--- config.mk ---
export PLATFORM = sky130hd
export DESIGN_NAME = serial_link_rx_word_status
export DESIGN_NICKNAME = d
export VERILOG_FILES = /design/src/hw/rx_link_pkg.sv /design/src/hw/serial_link_rx_word_status.sv
export SDC_FILE = /design/constraint.sdc
export NUM_CORES = 1
export LEC_CHECK = 0
export BUFFER_PORTS_ARGS = -buffer_cell sky130_fd_sc_hd__buf_2
export CORE_UTILIZATION = 25
export DETAILED_ROUTE_END_ITERATION = 8
export PLACE_DENSITY = 0.44
export SYNTH_ARGS = -nofsm -noshare
export SYNTH_HDL_FRONTEND = slang
export SYNTH_SLANG_ARGS = --single-unit
export TNS_END_PERCENT = 100
--- constraint.sdc ---
create_clock -name clk_i -period 2.35 [get_ports clk_i]
set_input_delay 0.235 -clock clk_i [delete_from_list [all_inputs] [get_ports clk_i]]
set_output_delay 0.235 -clock clk_i [all_outputs]
set_load 0.05 [all_outputs]
--- src/hw/rx_link_pkg.sv ---
`default_nettype none
package rx_link_pkg;
  // ---------------------------------------------------------------
  // Coded word layout
  // ---------------------------------------------------------------
  localparam int          CODE_W         = 4;
  localparam int          PAY_W          = 16;
  localparam int          WORD_W         = CODE_W + PAY_W;
  localparam int          CTRL_BITS      = 14;
  localparam logic [3:0]  CODE_DATA_F0   = 4'hB;
  localparam logic [3:0]  CODE_DATA_F1   = 4'h4;
  localparam logic [3:0]  CODE_CTRL      = 4'h3;
  localparam logic [3:0]  CODE_IDLE      = 4'hC;
  localparam logic [15:0] IDLE_PAYLOAD   = 16'hFF00;

  // ---------------------------------------------------------------
  // Link qualification
  // ---------------------------------------------------------------
  localparam logic [7:0]  GOOD_RUN       = 8'h40;

  // ---------------------------------------------------------------
  // Register map
  // ---------------------------------------------------------------
  localparam logic [4:0]  ADR_CTRL       = 5'h00;
  localparam logic [4:0]  ADR_STATUS     = 5'h04;
  localparam logic [4:0]  ADR_IRQ_STAT   = 5'h08;
  localparam logic [4:0]  ADR_IRQ_MASK   = 5'h0C;
  localparam logic [4:0]  ADR_LAST_WORD  = 5'h10;
  localparam int          CTRL_FAD_BIT   = 0;
  localparam int          CTRL_ESMPX_BIT = 1;
  localparam int          CTRL_LCS_BIT   = 2;
  localparam logic [2:0]  CTRL_RESET     = 3'h2;
  localparam int          IRQ_N          = 4;
  localparam int          IRQ_RDY_UP     = 0;
  localparam int          IRQ_RDY_DN     = 1;
  localparam int          IRQ_WERR       = 2;
  localparam int          IRQ_SLIP       = 3;
  localparam logic [3:0]  IRQ_RESET      = 4'h0;

  // ---------------------------------------------------------------
  // Word kinds and output bundle
  // ---------------------------------------------------------------
  typedef enum logic [1:0] {
    KIND_IDLE = 2'b00,
    KIND_DATA = 2'b01,
    KIND_CTRL = 2'b10,
    KIND_BAD  = 2'b11
  } word_kind_t;

  typedef struct packed {
    logic [15:0] data;
    logic        flag;
    logic        dv;
    logic        cv;
    logic        err;
    logic        slip;
    logic        ready;
  } rx_out_t;
endpackage
`default_nettype wire

--- src/hw/serial_link_rx_word_status.sv ---
// Contract
// - Flag output serves as seventeenth data bit
// - Descramble flag when enhanced simplex enabled
// - Local mode times outputs by reference clock
// - Local mode launches outputs on reference rise
// - Data valid marks a sixteen bit data word
// - Control valid marks a fourteen bit control word
// - Flag output equals transmitted flag bit; held at 0 when flag-as-data is off
// - Ready after 64 error-free code fields
// - Simplex mode also checks flag toggling when flag-as-data is off
// - Ready drops on two consecutive code errors
// - Ready drops on missing flag toggle
// - Word error on any invalid encoding
// - Local mode: word, flag, valid, error, slip and ready outputs change on reference rise
// - Else outputs change on recovered clock fall
`default_nettype none
module serial_link_rx_word_status
  import rx_link_pkg::*;
(
  input  wire logic              clk_i,
  input  wire logic              rst_i,
  input  wire logic              wb_cyc_i,
  input  wire logic              wb_stb_i,
  input  wire logic              wb_we_i,
  input  wire logic [4:0]        wb_adr_i,
  input  wire logic [3:0]        wb_sel_i,
  input  wire logic [31:0]       wb_dat_i,
  output logic      [31:0]       wb_dat_o,
  output logic                   wb_ack_o,
  input  wire logic              recovered_word_clock_i,
  input  wire logic              local_reference_clock_i,
  input  wire logic [WORD_W-1:0] coded_word_i,
  output logic      [15:0]       word_o,
  output logic                   received_flag_bit_o,
  output logic                   data_word_valid_o,
  output logic                   control_word_valid_o,
  output logic                   link_ready_o,
  output logic                   word_error_o,
  output logic                   word_slip_out_o,
  output logic                   recovered_word_clock_o,
  output logic                   recovered_word_clock_inverted_o,
  output logic                   irq_o
);

  // ---------------------------------------------------------------
  // Word classification
  // ---------------------------------------------------------------
  function automatic word_kind_t classify(input logic [WORD_W-1:0] w);
    logic [3:0] c;
    c = w[WORD_W-1:PAY_W];
    if (c == CODE_DATA_F0 || c == CODE_DATA_F1)
      classify = KIND_DATA;
    else if (c == CODE_CTRL && w[PAY_W-1:CTRL_BITS] == 2'h0)
      classify = KIND_CTRL;
    else if (c == CODE_IDLE && w[PAY_W-1:0] == IDLE_PAYLOAD)
      classify = KIND_IDLE;
    else
      classify = KIND_BAD;
  endfunction

  function automatic logic code_ok(input logic [WORD_W-1:0] w);
    logic [3:0] c;
    c = w[WORD_W-1:PAY_W];
    code_ok = (c == CODE_DATA_F0) || (c == CODE_DATA_F1) ||
              (c == CODE_CTRL) || (c == CODE_IDLE);
  endfunction

  // ---------------------------------------------------------------
  // Synchronisers and edge detection
  // ---------------------------------------------------------------
  logic              rclk_s1_q, rclk_s2_q, rclk_s3_q;
  logic              ref_s1_q, ref_s2_q, ref_s3_q;
  logic [WORD_W-1:0] cw_s1_q, cw_s2_q;

  always_ff @(posedge clk_i) begin
    if (rst_i) begin
      rclk_s1_q <= 1'b0;
      rclk_s2_q <= 1'b0;
      rclk_s3_q <= 1'b0;
      ref_s1_q  <= 1'b0;
      ref_s2_q  <= 1'b0;
      ref_s3_q  <= 1'b0;
      cw_s1_q   <= '0;
      cw_s2_q   <= '0;
    end else begin
      rclk_s1_q <= recovered_word_clock_i;
      rclk_s2_q <= rclk_s1_q;
      rclk_s3_q <= rclk_s2_q;
      ref_s1_q  <= local_reference_clock_i;
      ref_s2_q  <= ref_s1_q;
      ref_s3_q  <= ref_s2_q;
      cw_s1_q   <= coded_word_i;
      cw_s2_q   <= cw_s1_q;
    end
  end

  logic rclk_rise, rclk_fall, ref_rise;
  assign rclk_rise = rclk_s2_q & ~rclk_s3_q;
  assign rclk_fall = ~rclk_s2_q & rclk_s3_q;
  assign ref_rise  = ref_s2_q & ~ref_s3_q;

  // ---------------------------------------------------------------
  // Control register
  // ---------------------------------------------------------------
  logic [2:0] ctrl_q;
  logic       fad, esmpx, lcs;
  assign fad   = ctrl_q[CTRL_FAD_BIT];
  assign esmpx = ctrl_q[CTRL_ESMPX_BIT];
  assign lcs   = ctrl_q[CTRL_LCS_BIT];

  logic wb_req, wb_wr;
  assign wb_req = wb_cyc_i & wb_stb_i & ~wb_ack_o;
  assign wb_wr  = wb_req & wb_we_i & wb_sel_i[0];

  always_ff @(posedge clk_i) begin
    if (rst_i)
      ctrl_q <= CTRL_RESET;
    else if (wb_wr && wb_adr_i == ADR_CTRL)
      ctrl_q <= wb_dat_i[2:0];
  end

  // ---------------------------------------------------------------
  // Capture and alignment qualification
  // ---------------------------------------------------------------
  logic              cap;
  logic [WORD_W-1:0] pend_word_q;
  logic              pend_q, slip_pend_q;
  logic              bad_prev_q, last_flag_q, have_last_q, ready_q;
  logic [7:0]        good_cnt_q;
  logic              cap_bad, cap_data, raw_flag, tog_bad;

  assign cap      = rclk_rise;
  assign cap_bad  = ~code_ok(cw_s2_q);
  assign cap_data = classify(cw_s2_q) == KIND_DATA;
  assign raw_flag = cw_s2_q[WORD_W-1:PAY_W] == CODE_DATA_F1;
  assign tog_bad  = esmpx & ~fad & cap_data & have_last_q &
                    (raw_flag == last_flag_q);

  logic launch;
  assign launch = lcs ? ref_rise : rclk_fall;

  always_ff @(posedge clk_i) begin
    if (rst_i) begin
      pend_word_q <= '0;
      pend_q      <= 1'b0;
      slip_pend_q <= 1'b0;
    end else begin
      if (cap)
        pend_word_q <= cw_s2_q;
      pend_q      <= cap | (pend_q & ~launch);
      slip_pend_q <= (cap & pend_q & ~launch) | (slip_pend_q & ~launch);
    end
  end

  always_ff @(posedge clk_i) begin
    if (rst_i) begin
      bad_prev_q  <= 1'b0;
      last_flag_q <= 1'b0;
      have_last_q <= 1'b0;
      good_cnt_q  <= '0;
      ready_q     <= 1'b0;
    end else if (cap) begin
      bad_prev_q <= cap_bad;
      if (cap_data) begin
        last_flag_q <= raw_flag;
        have_last_q <= 1'b1;
      end
      if (cap_bad || tog_bad)
        good_cnt_q <= '0;
      else if (good_cnt_q != GOOD_RUN)
        good_cnt_q <= good_cnt_q + 8'h01;
      if ((cap_bad && bad_prev_q) || tog_bad)
        ready_q <= 1'b0;
      else if (!cap_bad && good_cnt_q == GOOD_RUN - 8'h01)
        ready_q <= 1'b1;
    end
  end

  // ---------------------------------------------------------------
  // Flag descrambling
  // ---------------------------------------------------------------
  logic tog_q;
  logic pend_data, pend_raw_flag, pend_flag;
  word_kind_t pend_kind;
  assign pend_kind     = classify(pend_word_q);
  assign pend_data     = pend_kind == KIND_DATA;
  assign pend_raw_flag = pend_word_q[WORD_W-1:PAY_W] == CODE_DATA_F1;
  assign pend_flag     = pend_raw_flag ^ (esmpx & tog_q);

  always_ff @(posedge clk_i) begin
    if (rst_i)
      tog_q <= 1'b0;
    else if (launch && pend_q && pend_data)
      tog_q <= ~tog_q;
  end

  // ---------------------------------------------------------------
  // Output launch
  // ---------------------------------------------------------------
  rx_out_t out_q;

  always_ff @(posedge clk_i) begin
    if (rst_i) begin
      out_q <= '0;
    end else if (launch) begin
      out_q.data  <= pend_kind == KIND_CTRL ?
                     {2'h0, pend_word_q[CTRL_BITS-1:0]} :
                     pend_word_q[PAY_W-1:0];
      out_q.flag  <= pend_q & pend_data & fad & pend_flag;
      out_q.dv    <= pend_q & (pend_kind == KIND_DATA);
      out_q.cv    <= pend_q & (pend_kind == KIND_CTRL);
      out_q.err   <= pend_q & (pend_kind == KIND_BAD);
      out_q.slip  <= slip_pend_q;
      out_q.ready <= ready_q;
    end
  end

  always_ff @(posedge clk_i) begin
    if (rst_i) begin
      recovered_word_clock_o          <= 1'b0;
      recovered_word_clock_inverted_o <= 1'b1;
    end else begin
      recovered_word_clock_o          <= rclk_s2_q;
      recovered_word_clock_inverted_o <= ~rclk_s2_q;
    end
  end

  assign word_o               = out_q.data;
  assign received_flag_bit_o  = out_q.flag;
  assign data_word_valid_o    = out_q.dv;
  assign control_word_valid_o = out_q.cv;
  assign link_ready_o         = out_q.ready;
  assign word_error_o         = out_q.err;
  assign word_slip_out_o      = out_q.slip;

  // ---------------------------------------------------------------
  // Interrupts
  // ---------------------------------------------------------------
  logic [IRQ_N-1:0] irq_stat_q, irq_mask_q, irq_set;
  logic             rdy_out_prev_q;

  always_ff @(posedge clk_i) begin
    if (rst_i)
      rdy_out_prev_q <= 1'b0;
    else
      rdy_out_prev_q <= out_q.ready;
  end

  always_comb begin
    irq_set             = '0;
    irq_set[IRQ_RDY_UP] = out_q.ready & ~rdy_out_prev_q;
    irq_set[IRQ_RDY_DN] = ~out_q.ready & rdy_out_prev_q;
    irq_set[IRQ_WERR]   = launch & pend_q & (pend_kind == KIND_BAD);
    irq_set[IRQ_SLIP]   = launch & slip_pend_q;
  end

  always_ff @(posedge clk_i) begin
    if (rst_i) begin
      irq_stat_q <= IRQ_RESET;
      irq_mask_q <= IRQ_RESET;
      irq_o      <= 1'b0;
    end else begin
      if (wb_wr && wb_adr_i == ADR_IRQ_STAT)
        irq_stat_q <= (irq_stat_q & ~wb_dat_i[IRQ_N-1:0]) | irq_set;
      else
        irq_stat_q <= irq_stat_q | irq_set;
      if (wb_wr && wb_adr_i == ADR_IRQ_MASK)
        irq_mask_q <= wb_dat_i[IRQ_N-1:0];
      irq_o <= |(irq_stat_q & irq_mask_q);
    end
  end

  // ---------------------------------------------------------------
  // Wishbone slave
  // ---------------------------------------------------------------
  always_ff @(posedge clk_i) begin
    if (rst_i) begin
      wb_ack_o <= 1'b0;
      wb_dat_o <= 32'h0000_0000;
    end else begin
      wb_ack_o <= wb_req;
      wb_dat_o <= 32'h0000_0000;
      if (wb_req && !wb_we_i) begin
        unique case (wb_adr_i)
          ADR_CTRL:      wb_dat_o <= {29'h0, ctrl_q};
          ADR_STATUS:    wb_dat_o <= {27'h0, out_q.err, out_q.slip,
                                      out_q.ready, ready_q, pend_q};
          ADR_IRQ_STAT:  wb_dat_o <= {28'h0, irq_stat_q};
          ADR_IRQ_MASK:  wb_dat_o <= {28'h0, irq_mask_q};
          ADR_LAST_WORD: wb_dat_o <= {12'h0, out_q.cv, out_q.dv,
                                      out_q.flag, 1'b0, out_q.data};
          default:       wb_dat_o <= 32'h0000_0000;
        endcase
      end
    end
  end
endmodule
`default_nettype wire

# ---- Yosys cells after proc, flatten, opt, wreduce, memory -nomap -nowiden
# Index checks and enable logic that the tools add are counted.
dict set report classes {
  add_sub_neg 1
  eq_ne 21
  n_mux 14
  bitwise 45
  n_reduce_logical 29
}
# cell n
set op_table {}
lappend op_table {{20-bit one-hot mux with 5 select lines} 1}
lappend op_table {{16-bit equality test (second input constant)} 2}
lappend op_table {{1-bit bitwise AND} 26}
lappend op_table {{4-bit equality test (second input constant)} 4}
lappend op_table {{16-bit two-way mux} 1}
lappend op_table {{8-bit two-way mux} 2}
lappend op_table {{1-bit logical AND} 12}
lappend op_table {{2-bit two-way mux} 6}
lappend op_table {{1-bit NOT} 11}
lappend op_table {{5-bit by 4-bit equality test with 1-bit output (second input constant)} 2}
lappend op_table {{8-bit by 1-bit adder with 8-bit output (second input constant)} 1}
lappend op_table {{4-bit bitwise AND} 2}
lappend op_table {{4-bit by 2-bit equality test with 1-bit output (second input constant)} 2}
lappend op_table {{4-bit by 3-bit equality test with 1-bit output (second input constant)} 2}
lappend op_table {{8-bit by 6-bit equality test with 1-bit output (second input constant)} 1}
lappend op_table {{8-bit by 7-bit != test with 1-bit output (second input constant)} 1}
lappend op_table {{4-bit OR} 2}
lappend op_table {{1-bit logical OR} 6}
lappend op_table {{2-bit AND reduction} 3}
lappend op_table {{5-bit by 3-bit equality test with 1-bit output (second input constant)} 1}
lappend op_table {{5-bit equality test (second input constant)} 1}
lappend op_table {{5-bit logical NOT} 1}
lappend op_table {{2-bit by 1-bit equality test with 1-bit output (second input constant)} 2}
lappend op_table {{2-bit equality test (second input constant)} 2}
lappend op_table {{11 further kinds} 16}
dict set report totals {
  ff_bits 150
  input_bits 68
  word_cells 142
}

# ---- Logic depth before layout (Yosys ltp)
dict set report logic_depth {
  ltp_word 12
  mapped_depth 6
}

# ---- Least setup slack after synthesis
# OpenSTA, ideal clock, no wires.
dict set report synth_timing {
  kind {flip-flop to flip-flop}
  startpoint {reg wb_ack_o}
  endpoint {reg irq_stat_q[0]}
  setup_time_ns 0.132
  t_arrival_ns 1.651
  setup_slack_ns 0.567
  stages_incl_launch_ff 5
  path_buffers 0
  path_cell_list {dfxtp_1 -> nand3b_1 -> or4_1 -> o21ai_0 -> a21oi_1}
}
dict set report synth_between {
  elab_chain_len 6
}
# item line
set synth_lines {}
lappend synth_lines {{from (decl)} serial_link_rx_word_status.sv:29} ;# output logic wb_ack_o,
lappend synth_lines {{from (signal assigned)} serial_link_rx_word_status.sv:281} ;# wb_ack_o <= wb_req;
lappend synth_lines {{1-bit NOT} serial_link_rx_word_status.sv:112} ;# assign wb_req = wb_cyc_i & wb_stb_i & ~wb_ack_o;
lappend synth_lines {{1-bit bitwise AND} serial_link_rx_word_status.sv:112}
lappend synth_lines {{1-bit bitwise AND (2 in a row)} serial_link_rx_word_status.sv:113} ;# assign wb_wr = wb_req & wb_we_i & wb_sel_i[0];
lappend synth_lines {{1-bit logical AND} serial_link_rx_word_status.sv:263} ;# if (wb_wr && wb_adr_i == ADR_IRQ_STAT)
lappend synth_lines {{4-bit two-way mux} serial_link_rx_word_status.sv:263}
lappend synth_lines {{to (signal assigned)} serial_link_rx_word_status.sv:264} ;# irq_stat_q <= (irq_stat_q & ~wb_dat_i[IRQ_N-1:0]) | irq_set;
lappend synth_lines {{to (signal assigned)} serial_link_rx_word_status.sv:266} ;# irq_stat_q <= irq_stat_q | irq_set;
lappend synth_lines {{to (decl)} serial_link_rx_word_status.sv:239} ;# logic [IRQ_N-1:0] irq_stat_q, irq_mask_q, irq_set;
# No other way between the ends.
# A chain may end at the register's enable or synchronous reset.

# ---- Worst setup path after layout
dict set report layout_timing {
  startpoint {reg cw_s2_q[16]}
  endpoint {reg good_cnt_q[0]}
}
dict set report layout_between {
  elab_chain_len 12
  elab_cells_between_ends 22
  classes_between {6 x eq/ne; 4 x mux; 4 x bitwise; 8 x reduce/logical}
}
# item line
set layout_lines {}
lappend layout_lines {{from (decl)} serial_link_rx_word_status.sv:73} ;# logic [WORD_W-1:0] cw_s1_q, cw_s2_q;
lappend layout_lines {{from (signal assigned)} serial_link_rx_word_status.sv:93} ;# cw_s2_q <= cw_s1_q;
lappend layout_lines {{4-bit equality test} {serial_link_rx_word_status.sv:55, serial_link_rx_word_status.sv:65}}
lappend layout_lines {{1-bit logical AND} serial_link_rx_word_status.sv:55} ;# else if (c == CODE_IDLE && w[PAY_W-1:0] == IDLE_PAYLOAD)
lappend layout_lines {{2-bit two-way mux} serial_link_rx_word_status.sv:55}
lappend layout_lines {{2-bit two-way mux} serial_link_rx_word_status.sv:53} ;# else if (c == CODE_CTRL && w[PAY_W-1:CTRL_BITS] == 2'h0)
lappend layout_lines {{2-bit two-way mux} serial_link_rx_word_status.sv:51} ;# if (c == CODE_DATA_F0 || c == CODE_DATA_F1)
lappend layout_lines {{2-bit by 1-bit equality test with 1-bit output} serial_link_rx_word_status.sv:134} ;# assign cap_data = classify(cw_s2_q) == KIND_DATA;
lappend layout_lines {{1-bit bitwise AND (3 in a row)} serial_link_rx_word_status.sv:136} ;# assign tog_bad = esmpx & ~fad & cap_data & have_last_q &
lappend layout_lines {{1-bit logical OR *} serial_link_rx_word_status.sv:168} ;# if (cap_bad || tog_bad)
lappend layout_lines {{2-bit nonzero test (no line)} --}
lappend layout_lines {{2-bit AND reduction (no line)} --}
lappend layout_lines {{to (signal assigned)} serial_link_rx_word_status.sv:171} ;# good_cnt_q <= good_cnt_q + 8'h01;
lappend layout_lines {{to (decl)} serial_link_rx_word_status.sv:129} ;# logic [7:0] good_cnt_q;
# Mark *: on every way between the ends. The rest lies on a longest branch, timed or not.

==> flow_metrics.py <==
metrics = {
    "critical_path": {
        "crit_chain": "or3b_2 > nand2_1 > a31oi_1 > o31ai_1",
        "r2r-start": "cw_s2_q[16]$_SDFF_PP0_",
        "reg2regPathDepth": 4,
        "cpPeakStageDelay_ps": 540,
        "crit_type": "flip-flop to flip-flop",
        "end_kind": "flip-flop",
        "cp_max_fo": 14,
        "worstSetupStartpointType": "flip-flop",
        "reg2reg_slack_ps": 520,
        "worst_path_max_delay_cell": "or3b_2",
        "arrival_ps": 2150,
        "startpoint": "cw_s2_q[16]$_SDFF_PP0_",
        "worst_ep_required_time_ps": 2660,
        "timing.rr.end": "good_cnt_q[0]$_SDFFE_PP0P_",
    },
    "timing": {
        "worst_pin_slew_ps": 757,
        "fmax_mhz": 545,
        "finalHoldViolCount": 0,
        "hold_slack_ps": 31.8,
        "finalSetupTns_ps": 0,
        "relSlewSlack": 0.493,
        "rsz0062_at_grt": "false",
        "skew_ps": 5.26,
        "setup_viol": 0,
        "fin_crit_sh": 0.780,
        "slew_violations": 0,
        "finalCriticalPeriod_ps": 1830,
    },
    "synthesis": {
        "ys_types": 52,
        "synthTopCellsByCount": "137 x dfxtp_1, 94 x nand2_1, 56 x a21oi_1",
        "syn_area_sq_um": 4990,
        "synth_top_cell_by_area": "dfxtp_1",
        "yosys-top-cells-area": "dfxtp_1 55%, nand2_1 7.1%, nor2b_1 6.1%",
        "synthSimpleGateAreaFrac": 0.261,
        "synth_cells": 538,
        "synth_fa_ha_area_frac": 0.00501,
        "synthMuxAreaShare": 0.0185,
        "yosys_warnings": 0,
        "ys_seq_elements": 137,
        "yosysMostFrequentCell": "dfxtp_1",
        "synth_ff_type": "dfxtp_1",
        "synth_top_family_by_area": "simple AND/OR/NAND/NOR gates",
        "synth_top_area_frac": 0.549,
        "synth-xor-area-share": 0.00351,
        "yosysSeqAreaShare": 0.549,
        "synth-compound-area-share": 0.112,
        "avgSynthCellArea_sq_um": 9.28,
        "ys_async_sr_fraction": 0,
        "synth_edf_count": 0,
    },
    "cells_and_area": {
        "layoutNonFillerInstCount": 891,
        "drive_gt1_frac": 0.196,
        "areaGrowthSynthToFinish_pct": 23.8,
        "final_nets": 685,
        "n_antenna_cell": 0,
    },
    "floorplan": {
        "initial_core_util": 0.256,
        "dieArea_sq_um": 20500,
        "io_pins": 126,
        "core_area_sq_um": 19500,
        "die_w_microns": 143,
        "rows": 51,
        "die_h_microns": 143,
    },
    "run_status": {
        "status": "completed",
    },
    "power_and_ir_drop": {
        "power_leakage_nw": 2.36,
        "max-vdd-ir-drop_mv": 0.407,
        "power.density_nw_per_um2": 829,
    },
    "hold_path": {
        "hold_end": "cw_s1_q[1]$_SDFF_PP0_",
        "hp-class": "primary input to flip-flop",
        "hold_start": "coded_word_i[1]",
        "hold_depth": 2,
    },
    "clock_tree": {
        "tritoncts": "yes",
        "cts.reportedPaths.clkPinSlew_ps": 50,
        "cts_max_level": 4,
        "insertion_delay_ps": 410,
        "ctsResizeCount": 0,
        "cts_inserted_buffers": 17,
        "root_buffer": "clkbuf_16",
        "cts_hold_buf": 0,
        "clock_sinks": 137,
        "cts_setup_buffers": 0,
        "clockBufferDepth": 2,
    },
    "placement": {
        "gp_congestion": 0.810,
        "numPortBuffers": 81,
        "place_hpwl_microns": 7930,
        "placed_cells": 861,
    },
    "job": {
        "drv_cap": 0,
    },
    "routing": {
        "totalWireLength_microns": 11400,
        "drc": 0,
        "first_iter_violations": 176,
        "wire_per_inst_microns": 12.8,
        "drtPass1Iterations": 4,
        "vias": 3819,
        "ant_nets": 0,
        "vias_per_cell": 4.29,
    },
    "global_routing": {
        "grt_usage": 0.118,
        "grt_overflow": 0,
        "antenna_found_initial": 0,
        "grt_pass1_vias": 3613,
        "grt_max_degree": 86,
        "grt_first_pass_wirelength_microns": 18700,
    },
}
## worst max-delay path, delay by kind of cell (launching register included)
family           cells  cell delay (ps)
flip-flops           1              340
AND/OR/NAND/NOR      2              950
AO/OA/AOI/OAI        2              440
## through the flow
stage | total power, W | instance area, sq um | utilization | setup slack, ps
finish | 0.00512 | 6180 | 0.317 | 516
global route | 0.00532 | 6180 | 0.317 | 382
CTS | 0.00520 | 6180 | 0.317 | 533
detailed placement | 0.00266 | 5630 | 0.288 | 557
global placement | 0.00265 | 5630 | 0.288 | 616
floorplan | 0.00260 | 5040 | - | 567
## kinds of logic (layout without fill, tap and decap cells)
logic type	Yosys count	after routing
simple gates	242	242
flops	137	137
compound gates	94	94
buf+inv	51	127
mux	9	9
fa+ha+maj	2	2
xor+xnor	2	2
other cells	1	13
## metal layers
metal  track usage  vias to the layer above  routed length (microns)  share of wire
met5             0                        -                        0              0
met4        0.0504                        0                      180          0.016
met3        0.0327                       14                      567          0.050
met2         0.167                      113                     4730           0.41
met1         0.165                     1735                     5930           0.52
li1              -                     1957                        -              -
## cells in the final DEF (no fill, tap or decap), types with 3 or more instances in the layout
cell       instances
mux2i_1            7
clkinv_4           3
o21ai_0            7
nor3_1             7
or3b_2             3
inv_1             10
or3_1              5
buf_2             80
nand3_1            9
a31oi_1            6
nor2_1            21
conb_1            13
nand2b_1           6
clkbuf_1           5
a22oi_1            8
dfxtp_1          137
nand4_1            8
a21oi_1           56
clkbuf_16         17
nand2_1           94
nor2b_1           49
buf_4              6
and2_1            14
nor4_1             8
## report_power, final
group          internal (W)  total, W  switching (W)
logic             0.0000659  0.000217       0.000151
clock network       0.00158   0.00252       0.000941
registers           0.00237   0.00239      0.0000196
total               0.00401   0.00512        0.00111
## sequential cells by signal, summed over array words and instances, names as in the netlist, 3 cells and up
register and count:
ctrl_q 3, irq_mask_q 4, word_o 16, pend_word_q 20, cw_s1_q 20, good_cnt_q 8
cw_s2_q 20, wb_dat_o 19, irq_stat_q 4
## how the worst max path moves through the flow
stage | end | slack, ps | cells after the start
after floorplan | irq_stat_q[0]$_SDFF_PP0_ | 570 | 4
after global placement | good_cnt_q[1]$_SDFFE_PP0P_ | 620 | 4
after detailed placement | good_cnt_q[0]$_SDFFE_PP0P_ | 560 | 4
after CTS | good_cnt_q[0]$_SDFFE_PP0P_ | 530 | 4
after global routing | word_o[12]$_SDFFE_PP0P_ | 380 | 5
final | good_cnt_q[0]$_SDFFE_PP0P_ | 520 | 4
## final cells by class
cell class              instances  area (sq um)
clock buffers                  23           458
clock inverters                 7          96.3
fillers                      2089         13300
inverters                      10          37.5
multi-input cells             362          2050
flip-flops and latches        137          2740
well taps                     265           332
repair buffers                 87           465
Note: power is estimated with default switching activity, not from simulation.
